<file path="src/dcc_defines.vh">
// Purpose: Constants for the dual comparator control block
// Assumes: Avalon-MM slave with 32-bit data, word addressed by byte offset
// Notes: Notes on behaviour listed below
`ifndef DCC_DEFINES_VH
`define DCC_DEFINES_VH

// ==========================================================================
// Register byte offsets
`define DCC_A_CTRL_OFS 4'h0
`define DCC_A_SEL_OFS 4'h4
`define DCC_A_MODE_OFS 4'h8
`define DCC_B_CTRL_OFS 4'hc
`define DCC_B_SEL_OFS 4'h0
`define DCC_B_MODE_OFS 4'h4
`define DCC_ST_OFS 4'h8
`define DCC_MASK_OFS 4'hc
`define DCC_BANK_A 1'b0
`define DCC_BANK_B 1'b1

// ==========================================================================
// Control register fields
`define DCC_EN_BIT 7
`define DCC_OUT_BIT 6
`define DCC_RISE_BIT 5
`define DCC_FALL_BIT 4
`define DCC_HYST_W 4
`define DCC_HYST_ZERO 4'h0

// ==========================================================================
// Select and mode register fields
`define DCC_SEL_MASK 8'h77
`define DCC_MODE_MASK 8'h33
`define DCC_MODE_RST 8'h02
`define DCC_RIE_BIT 5
`define DCC_FIE_BIT 4

// ==========================================================================
// Interrupt status layout: bit0 A rise, bit1 A fall, bit2 B rise, bit3 B fall
`define DCC_IRQ_W 4
`define DCC_IRQ_ZERO 4'h0
`define DCC_BYTE_ZERO 8'h00
`define DCC_PAD_W 24

`endif

</file>
<file path="src/dcc_top.v">
// Purpose: Control and status logic around two analog comparators
// Assumes: Comparator decisions arrive on cmp_*_decision; bus is Avalon-MM
// Notes: Register reads answer in one wait cycle; writes take effect at once
//
// Chosen here: the placing of the registers and the Avalon-MM register port.
`timescale 1ns/1ps
`include "dcc_defines.vh"

module dcc_top (
    input wire clk,
    input wire rst,
    input wire [4:0] avs_address,
    input wire avs_read,
    input wire avs_write,
    input wire [31:0] avs_writedata,
    input wire [3:0] avs_byteenable,
    output reg [31:0] avs_readdata,
    output wire avs_waitrequest,
    input wire cmp_a_decision,
    input wire cmp_b_decision,
    output wire cmp_a_raw_out,
    output wire cmp_b_raw_out,
    output wire cmp_a_sync_out,
    output wire cmp_b_sync_out,
    output wire cmp_a_reset_src,
    output wire [3:0] cmp_a_pos_select,
    output wire [3:0] cmp_a_neg_select,
    output wire [3:0] cmp_b_pos_select,
    output wire [3:0] cmp_b_neg_select,
    output wire [1:0] response_mode_a,
    output wire [1:0] response_mode_b,
    output wire [1:0] cmp_enable_bits,
    output wire [3:0] hyst_a,
    output wire [3:0] hyst_b,
    output wire irq
);

    // ======================================================================
    // Storage
    reg [7:0] ctrl_q [0:1];
    reg [7:0] sel_q [0:1];
    reg [7:0] mode_q [0:1];
    reg [1:0] sync1_q;
    reg [1:0] sync2_q;
    reg [1:0] prev_q;
    reg [1:0] rise_ev;
    reg [1:0] fall_ev;
    reg [3:0] ist_q;
    reg [3:0] imask_q;
    reg rd_pend_q;
    reg [31:0] rdata_d;
    wire [1:0] decision;
    wire [1:0] en;
    wire wr_ok;
    wire rd_ok;
    wire bank;
    wire [3:0] ofs;
    wire [3:0] ev_vec;
    wire ist_rd;
    wire [1:0] ctrl_we;
    wire [1:0] sel_we;
    wire [1:0] mode_we;

    assign decision = {cmp_b_decision, cmp_a_decision};
    assign bank = avs_address[4];
    assign ofs = avs_address[3:0];
    assign wr_ok = avs_write & avs_byteenable[0];

    // Reads wait one cycle so data comes from a flip-flop; writes never wait
    assign avs_waitrequest = avs_read & ~rd_pend_q;
    assign rd_ok = avs_read & rd_pend_q;
    // Status clears on the capture edge so no event falls between capture and clear
    assign ist_rd = avs_read & ~rd_pend_q & (bank == `DCC_BANK_B) & (ofs == `DCC_ST_OFS);

    // Per-channel write strobes; channel B control lives in bank A
    assign ctrl_we[0] = wr_ok & (bank == `DCC_BANK_A) & (ofs == `DCC_A_CTRL_OFS);
    assign ctrl_we[1] = wr_ok & (bank == `DCC_BANK_A) & (ofs == `DCC_B_CTRL_OFS);
    assign sel_we[0] = wr_ok & (bank == `DCC_BANK_A) & (ofs == `DCC_A_SEL_OFS);
    assign sel_we[1] = wr_ok & (bank == `DCC_BANK_B) & (ofs == `DCC_B_SEL_OFS);
    assign mode_we[0] = wr_ok & (bank == `DCC_BANK_A) & (ofs == `DCC_A_MODE_OFS);
    assign mode_we[1] = wr_ok & (bank == `DCC_BANK_B) & (ofs == `DCC_B_MODE_OFS);

    // ======================================================================
    // Raw path: combinational only, gated low when disabled
    assign cmp_a_raw_out = decision[0] & en[0];
    assign cmp_b_raw_out = decision[1] & en[1];
    assign cmp_a_reset_src = cmp_a_raw_out;

    // ======================================================================
    // Per-channel synchroniser, edge detect and control register (identical channels)
    genvar gi;
    generate
        for (gi = 0; gi < 2; gi = gi + 1) begin : g_ch
            assign en[gi] = ctrl_q[gi][`DCC_EN_BIT];
            // Two-stage synchroniser; only stage two is observed
            always @(posedge clk or posedge rst) begin
                if (rst) begin
                    sync1_q[gi] <= 1'b0;
                    sync2_q[gi] <= 1'b0;
                    prev_q[gi] <= 1'b0;
                end else begin
                    sync1_q[gi] <= decision[gi];
                    sync2_q[gi] <= sync1_q[gi] & en[gi];
                    prev_q[gi] <= sync2_q[gi];
                end
            end
            // Edge events from the synchronised result
            always @* begin
                rise_ev[gi] = sync2_q[gi] & ~prev_q[gi];
                fall_ev[gi] = ~sync2_q[gi] & prev_q[gi];
            end
            // Control, select and mode registers; edge sets beat software clear
            always @(posedge clk or posedge rst) begin
                if (rst) begin
                    ctrl_q[gi] <= `DCC_BYTE_ZERO;
                    sel_q[gi] <= `DCC_BYTE_ZERO;
                    mode_q[gi] <= `DCC_MODE_RST;
                end else begin
                    if (ctrl_we[gi]) begin
                        ctrl_q[gi][`DCC_EN_BIT] <= avs_writedata[`DCC_EN_BIT];
                        ctrl_q[gi][`DCC_RISE_BIT] <= avs_writedata[`DCC_RISE_BIT];
                        ctrl_q[gi][`DCC_FALL_BIT] <= avs_writedata[`DCC_FALL_BIT];
                        ctrl_q[gi][`DCC_HYST_W-1:0] <= avs_writedata[`DCC_HYST_W-1:0];
                    end
                    if (rise_ev[gi])
                        ctrl_q[gi][`DCC_RISE_BIT] <= 1'b1;
                    if (fall_ev[gi])
                        ctrl_q[gi][`DCC_FALL_BIT] <= 1'b1;
                    if (sel_we[gi])
                        sel_q[gi] <= avs_writedata[7:0] & `DCC_SEL_MASK;
                    if (mode_we[gi])
                        mode_q[gi] <= avs_writedata[7:0] & `DCC_MODE_MASK;
                end
            end
        end
    endgenerate

    // ======================================================================
    // Pin-facing outputs and configuration to the analog stage
    assign cmp_a_sync_out = sync2_q[0];
    assign cmp_b_sync_out = sync2_q[1];
    assign cmp_a_pos_select = {1'b0, sel_q[0][2:0]};
    assign cmp_a_neg_select = {1'b0, sel_q[0][6:4]};
    assign cmp_b_pos_select = {1'b0, sel_q[1][2:0]};
    assign cmp_b_neg_select = {1'b0, sel_q[1][6:4]};
    assign response_mode_a = mode_q[0][1:0];
    assign response_mode_b = mode_q[1][1:0];
    assign cmp_enable_bits = en;
    assign hyst_a = ctrl_q[0][`DCC_HYST_W-1:0];
    assign hyst_b = ctrl_q[1][`DCC_HYST_W-1:0];

    // ======================================================================
    // Interrupt status: edges gated by per-channel enables, sticky, cleared by read
    assign ev_vec = {fall_ev[1] & mode_q[1][`DCC_FIE_BIT],
                     rise_ev[1] & mode_q[1][`DCC_RIE_BIT],
                     fall_ev[0] & mode_q[0][`DCC_FIE_BIT],
                     rise_ev[0] & mode_q[0][`DCC_RIE_BIT]};

    always @(posedge clk or posedge rst) begin
        if (rst) begin
            ist_q <= `DCC_IRQ_ZERO;
            imask_q <= `DCC_IRQ_ZERO;
        end else begin
            ist_q <= (ist_rd ? `DCC_IRQ_ZERO : ist_q) | ev_vec; // Set wins
            if (wr_ok && bank == `DCC_BANK_B && ofs == `DCC_MASK_OFS)
                imask_q <= avs_writedata[`DCC_IRQ_W-1:0];
        end
    end

    assign irq = |(ist_q & imask_q);

    // ======================================================================
    // Read mux; live result bit reads the synchronised state
    always @* begin
        rdata_d = 32'h00000000;
        if (bank == `DCC_BANK_A) begin
            case (ofs)
                `DCC_A_CTRL_OFS: rdata_d = {`DCC_PAD_W'h0, ctrl_q[0][7],
                    sync2_q[0], ctrl_q[0][5:0]};
                `DCC_A_SEL_OFS: rdata_d = {`DCC_PAD_W'h0, sel_q[0]};
                `DCC_A_MODE_OFS: rdata_d = {`DCC_PAD_W'h0, mode_q[0]};
                `DCC_B_CTRL_OFS: rdata_d = {`DCC_PAD_W'h0, ctrl_q[1][7],
                    sync2_q[1], ctrl_q[1][5:0]};
                default: rdata_d = 32'h00000000;
            endcase
        end else begin
            case (ofs)
                `DCC_B_SEL_OFS: rdata_d = {`DCC_PAD_W'h0, sel_q[1]};
                `DCC_B_MODE_OFS: rdata_d = {`DCC_PAD_W'h0, mode_q[1]};
                `DCC_ST_OFS: rdata_d = {28'h0000000, ist_q};
                `DCC_MASK_OFS: rdata_d = {28'h0000000, imask_q};
                default: rdata_d = 32'h00000000;
            endcase
        end
    end

    // Read pipeline: capture data in the wait cycle
    always @(posedge clk or posedge rst) begin
        if (rst) begin
            rd_pend_q <= 1'b0;
            avs_readdata <= 32'h00000000;
        end else begin
            rd_pend_q <= avs_read & ~rd_pend_q;
            if (avs_read & ~rd_pend_q)
                avs_readdata <= rdata_d;
        end
    end

endmodule // dcc_top

</file>
<file path="config.mk">
export PLATFORM = sky130hd
export DESIGN_NAME = dcc_top
export DESIGN_NICKNAME = d
export VERILOG_FILES = /design/src/dcc_top.v
export VERILOG_INCLUDE_DIRS = /design/src
export SDC_FILE = /design/constraint.sdc
export NUM_CORES = 1
export LEC_CHECK = 0
export ABC_AREA = 1
export BUFFER_PORTS_ARGS = -buffer_cell sky130_fd_sc_hd__buf_4
export CORE_UTILIZATION = 38
export DETAILED_ROUTE_END_ITERATION = 8
export PLACE_DENSITY = 0.64
export SETUP_SLACK_MARGIN = 0.15
export SYNTH_ARGS = -nofsm -noshare
export SYNTH_HDL_FRONTEND = slang
export SYNTH_SLANG_ARGS = --single-unit
</file>
<file path="constraint.sdc">
create_clock -name clk -period 2.2 [get_ports clk]
set_input_delay 0.11 -clock clk [delete_from_list [all_inputs] [get_ports clk]]
set_output_delay 0.11 -clock clk [all_outputs]
set_load 0.01 [all_outputs]
</file>
==> results of run 1 <==
## logic make-up after synthesis
group | after synthesis
AO/OA/AOI/OAI | 48
AND/OR/NAND/NOR | 167
other | 1
buffers and inverters | 91
flip-flops | 57
## flip-flops by register name (all words and copies together) (netlist names), 3 cells and up
register and flops:
avs_readdata 8, cmp_a_neg_select 3, imask_q 4, ctrl_q 4, cmp_b_neg_select 3, hyst_b 4, ist_q 4, hyst_a 4
mode_q 4, cmp_a_pos_select 3, cmp_b_pos_select 3
## power breakdown
part | internal (uW) | total [uW] | switching [uW]
Clock | 615 | 1020 | 405
Sequential | 1180 | 1290 | 109
Combinational | 228 | 514 | 286
## metrics by stage
stage                     power, uW   util  worst slack (ns)  hold WS (ns)
after floorplan                1650      -             0.694         0.141
after global placement         1800  0.440             0.737        0.0927
after detailed placement       1820  0.440             0.713         0.110
after CTS                      2850  0.472             0.703        0.0123
after global routing           2960  0.472             0.573        0.0171
final                          2820  0.472             0.695        0.0176
## metal layers
layer  up-vias  part of all wire
li1       1209                 -
met1      1147              0.44
met2        83              0.49
met3        13             0.050
met4         0             0.018
met5         -                 0
## worst max path at each step
| stage | startpoint | endpoint | slack [ns] | cells past startpoint |
|---|---|---|---|---|
| after global placement | avs_address[1] | cmp_a_neg_select[1] | 0.74 | 8 |
| final | rd_pend_q | ist_q[2] | 0.69 | 4 |
| after detailed placement | avs_address[1] | cmp_a_neg_select[2] | 0.71 | 8 |
| after CTS | rd_pend_q | ist_q[2] | 0.70 | 4 |
| after global routing | rd_pend_q | avs_readdata[6] | 0.57 | 7 |
| after floorplan | rst | avs_readdata[0] | 0.69 | 1 |
## worst register-to-register path, delay by kind of cell, from the launching register on
| family | cells | cell delay [ns] |
|---|---|---|
| AO/OA/AOI/OAI | 1 | 0.11 |
| AND/OR/NAND/NOR | 2 | 0.68 |
| buffers and inverters | 1 | 0.23 |
| flip-flops | 1 | 0.36 |
## repair_timing
action,CTS,global route
hold endpoints to repair,15,0
hold buffers,4,0
buffers inserted,0,0
## placed cells by master (no fill, tap or decap), types with 11 or more instances in the layout
| cell | n |
|---|---|
| inv_1 | 34 |
| buf_4 | 65 |
| o21ai_2 | 16 |
| o21ai_0 | 22 |
| nand2_1 | 93 |
| nand2_2 | 11 |
| dfrtp_1 | 55 |
| conb_1 | 28 |
| clkbuf_8 | 12 |
| nand3_1 | 42 |
## area by class of cell
class                           instances  area [um2]
Clock inverter                          2        35.0
Fill cell                             751        4100
Sequential cell                        57        1430
Clock buffer                           14         173
Timing Repair Buffer                   69         528
Tap cell                              102         128
Inverter                               42         159
Multi-Input combinational cell        243        1210
==> results by group, run 1 <==
Critical path
  – Buffers and inverters on the worst path: 1
  – Reg2Reg Depth: 4
  – Crit path launch type: flop
  – Slowest CP cell: dfrtp_1
  – Cell family with most CP delay: simple AND/OR/NAND/NOR gates
  – Critical setup path kind: flop to flop
  – Crit path DAT: 1.70 ns
  – FF-to-FF setup slack: 0.69 ns
  – CP max stage delay: 0.36 ns
  – Crit path max fanout: 5
  – RR Startpoint: rd_pend_q
  – Critical path capture point type: flop
  – R2R Path End: ist_q[2]
  – CP required: 2.40 ns
  – Critical path, cell by cell: nor2_1 -> clkinv_1 -> nor3_2 -> o22ai_1

Layout
  – Non-filler cells, final: 529
  – Final #Nets: 469
  – Share of cells above drive strength 1: 0.300
  – Diode count: 0
  – Cell area after layout: 3660 um2
  – Layout area overhead: 19.1%

CTS
  – # clock sinks: 57
  – Clock slew at reported path FFs: 0.06 ns
  – Clk Latency, worst-skew pair: 0.33 ns
  – Clk buf depth: 2
  – CTS buffer count: 9
  – Clock root cell: clkbuf_8
  – # resized after CTS: 0
  – TritonCTS clock tree: yes
  – H-tree depth: 3

Yosys
  – Area contributors post-synth: dfrtp_1 (45%), nand2_1 (11%), buf_4 (11%)
  – XOR/XNOR Fraction of Synth Area: 0
  – Area fraction in compound gates after synthesis: 0.104
  – Syn Inst Count: 364
  – Most common cell in the netlist: nand2_1
  – Synth Area in Simple Gates: 0.256
  – Adder-cell share of the synthesized area: 0
  – Largest family of logic cells by synthesized area: simple AND/OR/NAND/NOR gates
  – Post-synth top area share: 0.448
  – Synth Register Bits: 57
  – Avg Inst Size Synth: 8.45 um2
  – Commonest cells post-synth: nand2_1 (93), dfrtp_1 (55), buf_4 (45)
  – Async set-reset flop share out of synthesis: 1.00
  – Multiplexer share of the synthesized area: 0
  – Post-synthesis cell area: 3080 um2
  – Post-synth EDFFs: 0
  – Post-synthesis sequential area ratio: 0.465
  – Cell taking the most area after synthesis: dfrtp_1
  – Ys Warns: 0
  – Post-synth top flop: dfrtp_1
  – Yosys cell types: 29

Global route
  – Total track usage: 0.184
  – M2 GR Usage: 0.292
  – Met1 Usage GRT: 0.250
  – First-pass GRT wire length: 11800 um
  – Met3 Resource Use GR: 0.0257
  – Largest net degree at the start of global routing: 32
  – GRT overflow: 0
  – GRT busiest layer: met2
  – Vias in the first global route: 2322
  – Initial antenna violation count: 0

Route
  – Routed Antenna Nets: 0
  – Drt wl/cell: 13.8 um
  – Vias: 2452
  – Via/cell ratio: 4.64
  – Final WL: 7320 um
  – First drt pass iteration count: 4
  – DRT iter0 DRCs: 143
  – Remaining DRCs: 0

Power
  – Leakage: 0.00195 uW
  – Peak supply drop: 320 uV
  – Cell area power density: 770 nW/um2

Die
  – I/O Pins: 116
  – Core Rows: 32
  – Die area: 8460 um2
  – Starting density of the core: 0.396
  – Die Wd: 92.0 um
  – Core area: 7770 um2
  – Die Y: 92.0 um

Timing
  – Endpoints failing setup: 0
  – Fmax: 664 MHz
  – Crit share post-route: 0.684
  – Setup Skew: 0.00349 ns
  – Final min period: 1.51 ns
  – Final TNS setup: 0 ns
  – Final Max Tran Viols: 0
  – Unrepaired setup endpoints after global routing: false
  – Fin. Hold Viols: 0

Flow run
  – Max cap viols: 0

Worst hold path
  – Worst hold endpoint: hyst_a[3]
  – Hold Crit Class: input port to flop
  – Hold Path Cell Cnt: 3
  – HP Start: avs_writedata[3]

Placed design
  – Dpl cell area: 3420 um2
  – PortBufs: 60
  – Dpl cells: 509
  – HPWL after DPL: 5390 um
  – GP Congestion: 0.866

Status
  – Status: finished, final reports clean
Note: power is estimated with default switching activity, not from simulation.
==> inputs of run 2 (changes only) <==
==> constraint.sdc (replaced) <==
create_clock -name clk -period 1.4 [get_ports clk]
set_input_delay 0.07 -clock clk [delete_from_list [all_inputs] [get_ports clk]]
set_output_delay 0.07 -clock clk [all_outputs]
set_load 0.01 [all_outputs]
==> results by group, run 2 (same netlist as run 1, synthesis figures left out) <==
Placed design
  – PortBufs: 60 (unchanged)
  – GP Congestion: 0.839 (-3.2%)
  – Place WS: 0.0911 ns (-0.622 ns)
  – HPWL after DPL: 5290 um (-1.9%)

Power
  – Leakage: 0.00201 uW (+3.1%)
  – Cell area power density: 1140 nW/um2 (+48%)
  – Peak supply drop: 444 uV (+39%)

Timing
  – Endpoints failing setup: 0 (unchanged)
  – Fmax: 849 MHz
  – Fin. Hold Viols: 0 (unchanged)
  – Unrepaired setup endpoints after global routing: false
  – Final min period: 1.18 ns
  – Crit share post-route: 0.841
  – Final worst slack: 0.222 ns (-0.473 ns)
  – Final TNS setup: 0 ns (unchanged)
  – Setup Skew: 0.00677 ns (+0.00328 ns)
  – Final Max Tran Viols: 0 (unchanged)

Layout
  – Most frequent cells in the layout: nand2_1 (92), buf_4 (74), dfrtp_1 (55)
  – Flip-flop count of the largest register after layout: 8 (unchanged)
  – Most common cell after layout, fill and taps aside: nand2_1
  – Final #Nets: 481 (+2.6%)
  – Share of cells above drive strength 1: 0.326 (+0.0260)
  – Diode count: 0 (unchanged)
  – Biggest register: avs_readdata
  – Layout area overhead: 22.9%

Route
  – Routed wl met2: 3480 um (-2.8%)
  – DR WL met3: 418 um (+15%)
  – Vias: 2498 (+1.9%)
  – Routed metal-1 wire length: 3180 um (-2.0%)
  – Via/cell ratio: 4.62 (-0.38%)
  – First drt pass iteration count: 4 (unchanged)
  – DRT iter0 DRCs: 249 (+74%)
  – Max layer used: met4
  – Routed Antenna Nets: 0 (unchanged)
  – Final WL: 7150 um (-2.3%)
  – Drt wl/cell: 13.2 um (-4.5%)
  – Remaining DRCs: 0 (unchanged)

Critical path
  – Crit path DAT: 1.11 ns (-0.59 ns)
  – Critical path capture point type: output pin
  – Crit path launch type: flop
  – Reg2Reg Depth: 4 (unchanged)
  – Crit path launch: rd_pend_q
  – Crit path max fanout: 3 (-2)
  – CP required: 1.33 ns (-1.07 ns)
  – Critical setup path kind: flop to output pin
  – RR Startpoint: rd_pend_q

Die
  – Die Wd: 92.0 um (unchanged)
  – Die Y: 92.0 um (unchanged)
  – Starting density of the core: 0.396 (unchanged)
  – Die area: 8460 um2 (unchanged)
  – I/O Pins: 116 (unchanged)
  – Core Rows: 32 (unchanged)
  – Core area: 7770 um2 (unchanged)

Global route
  – First-pass GRT wire length: 12200 um (+3.6%)
  – Largest net degree at the start of global routing: 58 (+81%)
  – Initial antenna violation count: 0 (unchanged)
  – Vias in the first global route: 2454 (+5.7%)
  – GRT overflow: 0 (unchanged)
  – Total track usage: 0.189 (+0.00555)

CTS
  – Clock root cell: clkbuf_8
  – CTS buffer count: 9 (unchanged)
  – Clock slew at reported path FFs: 0.06 ns (about the same)
  – # clock sinks: 57 (unchanged)
  – TritonCTS clock tree: yes
  – H-tree depth: 3 (unchanged)
  – Clk Latency, worst-skew pair: 0.33 ns (about the same)
  – Clk buf depth: 2 (unchanged)

Worst hold path
  – Hold Crit Class: input port to flop
  – Hold Path Cell Cnt: 3 (unchanged)
  – HP Start: avs_writedata[6]

Status
  – Status: finished, final reports clean

Flow run
  – Max cap viols: 0 (unchanged)
==> run 2: cell count changes in the layout (fill, tap and decap cells not counted), moves of 2 or more <==
cell           change
dlygate4sd3_1      +2
clkinv_2           +2
nor2_1             -2
buf_4              +9
nor2_4             +2
==> run 2: power breakdown <==
part / leakage (uW) / switching (uW) / internal, uW / total, uW
sequential: 0.000720 / 171 / 1850 / 2020
clock: 0.000102 / 620 / 830 / 1450
combinational: 0.00119 / 458 / 389 / 846
==> run 2: area by class of cell <==
| type | count | area, um2 |
|---|---|---|
| tap | 102 | 128 |
| inverter | 42 | 164 |
| multi-input combinational | 243 | 1230 |
| timing repair buffer | 81 | 636 |
| clock buffer | 14 | 183 |
| fill | 767 | 3990 |
| sequential | 57 | 1430 |
| clock inverter | 2 | 10.0 |
==> run 2: worst paths after layout <==
check,slack [ns],endpoint
setup reg to reg,0.27,ist_q[2]
hold reg to reg,0.44,cmp_a_sync_out
setup / recovery,0.22,avs_waitrequest
max in group asynchronous,0.73,response_mode_b[1]
hold / removal,0.03,cmp_a_neg_select[2]
min in group asynchronous,0.36,hyst_a[1]
==> run 2: through the flow <==
step           std cells  power, uW  cell area, um2  hold WS, ns  utilization
4_1_cts              539       4360            3750       0.0134        0.483
5_1_grt              541       4550            3780       0.0264        0.486
3_3_place_gp         517       2860            3500        0.175        0.450
3_5_place_dp         517       2870            3500        0.174        0.450
6_report             541       4320            3780       0.0281        0.486
2_1_floorplan        391       2600            3180        0.101            -
==> run 2: layer usage <==
metal	global-route usage	vias to the layer above
li1	-	1233
met1	0.243	1171
met2	0.311	88
met3	0.0415	6
met4	0.0755	0
met5	0	-
==> run 2: timing repair <==
| action | 4_1_cts | 5_1_grt |
|---|---|---|
| hold buffers | 6 | 0 |
| buffers inserted | 0 | 2 |
| endpoints found under the hold margin | 61 | 0 |
| resized for setup | 0 | 4 |
| setup endpoints to repair | 0 | 9 |
==> run 2: critical path, cell delays in order (launching register included) <==
cell	delay, ns
dfrtp_1	0.39
nor2_4	0.13
buf_4	0.14
buf_4	0.11
==> inputs of run 3 (changes only) <==
--- a/config.mk
+++ b/config.mk
@@ -6,11 +6,11 @@
 export SDC_FILE = /design/constraint.sdc
 export NUM_CORES = 1
 export LEC_CHECK = 0
-export ABC_AREA = 1
+export ABC_AREA = 0
 export BUFFER_PORTS_ARGS = -buffer_cell sky130_fd_sc_hd__buf_4
 export CORE_UTILIZATION = 38
 export DETAILED_ROUTE_END_ITERATION = 8
-export PLACE_DENSITY = 0.64
+export PLACE_DENSITY = 0.68
 export SETUP_SLACK_MARGIN = 0.15
 export SYNTH_ARGS = -nofsm -noshare
 export SYNTH_HDL_FRONTEND = slang
==> constraint.sdc (replaced) <==
create_clock -name clk -period 1 [get_ports clk]
set_input_delay 0.05 -clock clk [delete_from_list [all_inputs] [get_ports clk]]
set_output_delay 0.05 -clock clk [all_outputs]
set_load 0.01 [all_outputs]
==> results by group, run 3 <==
Yosys
  – Async set-reset flop share out of synthesis: 1.00 (unchanged)
  – Avg Inst Size Synth: 11.8 um2 (+39%)
  – Cell taking the most area after synthesis: dfrtp_1
  – Post-synth EDFFs: 0 (unchanged)
  – Post-synth top flop: dfrtp_1
  – Post-synthesis sequential area ratio: 0.492 (+0.0276)
  – Ys Warns: 0 (unchanged)
  – Most common cell in the netlist: dfrtp_1
  – Commonest cells post-synth: dfrtp_1 (55), buf_4 (43), mux2_2 (37)
  – Synth Register Bits: 57 (unchanged)
  – Post-synth top area share: 0.474 (+0.0266)
  – Area contributors post-synth: dfrtp_1 (47%), mux2_2 (14%), buf_4 (11%)
  – Yosys cell types: 39 (+34%)
  – Post-synthesis cell area: 2900 um2 (-5.6%)
  – Syn Inst Count: 247 (-32%)

Critical path
  – Crit path max fanout: 4 (+1)
  – Critical setup path kind: flop to flop
  – CP max stage delay: 0.37 ns (-0.02 ns)
  – Buffers and inverters on the worst path: 1 (-1)
  – Critical path, cell by cell: nand2b_4 -> inv_4 -> nand2_4 -> or3_4 -> a32o_1
  – Crit path DAT: 1.58 ns (+0.47 ns)
  – CP required: 1.23 ns (-0.10 ns)
  – Cell family with most CP delay: simple AND/OR/NAND/NOR gates
  – Crit path launch type: flop
  – Slowest CP cell: dfrtp_1
  – Critical path capture point type: flop

Global route
  – Total track usage: 0.229 (+0.0394)
  – GRT overflow: 0 (unchanged)
  – Largest net degree at the start of global routing: 58 (unchanged)
  – First-pass GRT wire length: 13000 um (+6.4%)
  – Initial antenna violation count: 0 (unchanged)
  – Vias in the first global route: 2508 (+2.2%)

CTS
  – Clock root cell: clkbuf_8
  – Clock slew at reported path FFs: 0.07 ns (about the same)
  – # clock sinks: 57 (unchanged)
  – CTS buffer count: 9 (unchanged)
  – Clk Latency, worst-skew pair: 0.34 ns (about the same)
  – TritonCTS clock tree: yes
  – Clk buf depth: 2 (unchanged)
  – H-tree depth: 3 (unchanged)

Status
  – Failing checks: setup timing
  – Status: finished, violations left

Power
  – Peak supply drop: 754 uV (+70%)
  – Flop pwr share: 0.388 (-0.080)
  – Gate power share: 0.303 (+0.107)
  – Clock power share: 0.309 (-0.027)
  – Total power draw: 7290 uW (+69%)
  – Leakage: 0.00245 uW (+21%)
  – Cell area power density: 1460 nW/um2 (+28%)
  – Cell internal pwr: 5250 uW (+71%)
  – Sw frac: 0.281 (-0.00835)
  – P_sw: 2050 uW (+64%)

Timing
  – Final worst slack: -0.352 ns (-0.574 ns)
  – Setup Skew: 0.00584 ns (-0.000930 ns)
  – Fin. Hold Viols: 0 (unchanged)
  – Fmax: 739 MHz
  – Unrepaired setup endpoints after global routing: true
  – Crit share post-route: 1.35
  – Final min period: 1.35 ns
  – Endpoints failing setup: 59 (+59)
  – Final Max Tran Viols: 0 (unchanged)

Route
  – Via/cell ratio: 4.86 (+5.3%)
  – Vias: 2479 (-0.76%)
  – Routed wl met2: 4290 um (+23%)
  – DR WL met3: 412 um (-1.4%)
  – Drt wl/cell: 16.9 um (+28%)
  – Routed metal-1 wire length: 3790 um (+19%)
  – DRT iter0 DRCs: 124 (-50%)
  – First drt pass iteration count: 4 (unchanged)
  – Max layer used: met4
  – Remaining DRCs: 0 (unchanged)
  – Final WL: 8630 um (+21%)
  – Routed Antenna Nets: 0 (unchanged)

Die
  – Die area: 7990 um2 (-5.5%)
  – Starting density of the core: 0.396 (about the same)
  – Die Y: 89.4 um (-2.8%)
  – Core area: 7330 um2 (-5.6%)
  – I/O Pins: 116 (unchanged)
  – Core Rows: 31 (-3.1%)
  – Die Wd: 89.4 um (-2.8%)

Layout
  – Flip-flop count of the largest register after layout: 8 (unchanged)
  – Multi-input gate area: 1520 um2 (+23%)
  – FF/Latch Area: 1430 um2 (about the same)
  – Diode count: 0 (unchanged)
  – Share of cells above drive strength 1: 0.616 (+0.290)
  – Layout area overhead: 72.0%
  – Most frequent cells in the layout: buf_6 (87), buf_4 (69), dfrtp_1 (54)
  – Non-filler cells, final: 510 (-5.7%)
  – Biggest register: avs_readdata
  – Final #Nets: 453 (-5.8%)
  – Fillers: 527 (-31%)
  – Most common cell after layout, fill and taps aside: buf_6

Placed design
  – GP Congestion: 0.838 (-0.11%)
  – Dpl cells: 454 (-12%)
  – PortBufs: 60 (unchanged)
  – HPWL after DPL: 5510 um (+4.1%)

Worst hold path
  – Hold Crit Class: input port to flop

Flow run
  – Max cap viols: 0 (unchanged)
## run 3: changes by cell type after synthesis, sizes merged, moves of 5 or more
| cell | change |
|---|---|
| a22o | +7 |
| and2 | +5 |
| a32o | +5 |
| a22oi | +6 |
| nand3 | -40 |
| o21ai | -37 |
| nand2 | -95 |
| mux2 | +37 |
| nor2 | -8 |
| mux2i | +13 |
| nor3 | +5 |
| inv | -34 |
## run 3: worst paths after layout
check,to,start,cells past startpoint,slack [ns]
max reg2reg,ist_q[3],rd_pend_q,5,-0.35
max in group asynchronous,response_mode_a[1],rst,4,0.35
min in group asynchronous,cmp_enable_bits[1],rst,4,0.32
min,imask_q[0],avs_writedata[0],2,0.01
min reg2reg,cmp_a_sync_out,sync1_q[0],1,0.46
max,ist_q[3],rd_pend_q,5,-0.35
## run 3: logic make-up after synthesis
| family | after synthesis | share of synthesized area |
|---|---|---|
| muxes | 50 | 0.188 |
| and+or+nand+nor | 42 | 0.0823 |
| AOI/OAI and AO/OA | 41 | 0.107 |
| DFF | 57 | 0.492 |
| buffers and inverters | 56 | 0.129 |
| other | 1 | 0.00129 |
## run 3: area by class of cell
class                      instances  share of cell area
clock buffer                      11              0.0303
tap                               99              0.0248
clock inverter                     5              0.0108
multi-input combinational        161               0.304
inverter                           6             0.00576
sequential                        57               0.286
timing repair buffer             171               0.338
## run 3: through the flow
step | util | setup TNS, ns | setup slack (ns) | hold slack [ns] | cell area (um2)
6_report | 0.681 | -6.13 | -0.352 | 0.0125 | 4990
5_1_grt | 0.681 | -8.27 | -0.399 | 0.0104 | 4990
4_1_cts | 0.657 | -5.81 | -0.340 | 0.0000596 | 4820
3_5_place_dp | 0.535 | -19.20 | -0.496 | 0.159 | 3920
3_3_place_gp | 0.535 | -18.57 | -0.465 | 0.154 | 3920
2_1_floorplan | - | -9.34 | -0.387 | 0.0814 | 3150
## run 3: power by group through the flow
stage               registers [uW]  logic [uW]  clock network, uW
floorplan                     2840         862                  0
global placement              2810        1580                  0
detailed placement            2820        1610                  0
CTS                           2810        2080               2280
global route                  2860        2370               2390
finish                        2830        2210               2250
## run 3: repair_timing
action                                  4_1_cts  5_1_grt
buffers inserted                             21        9
resized for setup                           112       30
hold endpoints to repair                     83        0
pin swaps                                    16       18
hold buffers                                 10        0
endpoints found under the setup margin       91       92
## run 3: worst register-to-register path, cell delays in order (launching register included)
cell and delay, ns:
dfrtp_1 0.37, nand2b_4 0.17, inv_4 0.07, nand2_4 0.05
or3_4 0.35, a32o_1 0.23
## run 3: per-layer routing
metal | up-vias | GRT usage
met3 | 15 | 0.0563
met4 | 0 | 0.0736
met2 | 94 | 0.368
li1 | 1147 | -
met5 | - | 0
met1 | 1223 | 0.304
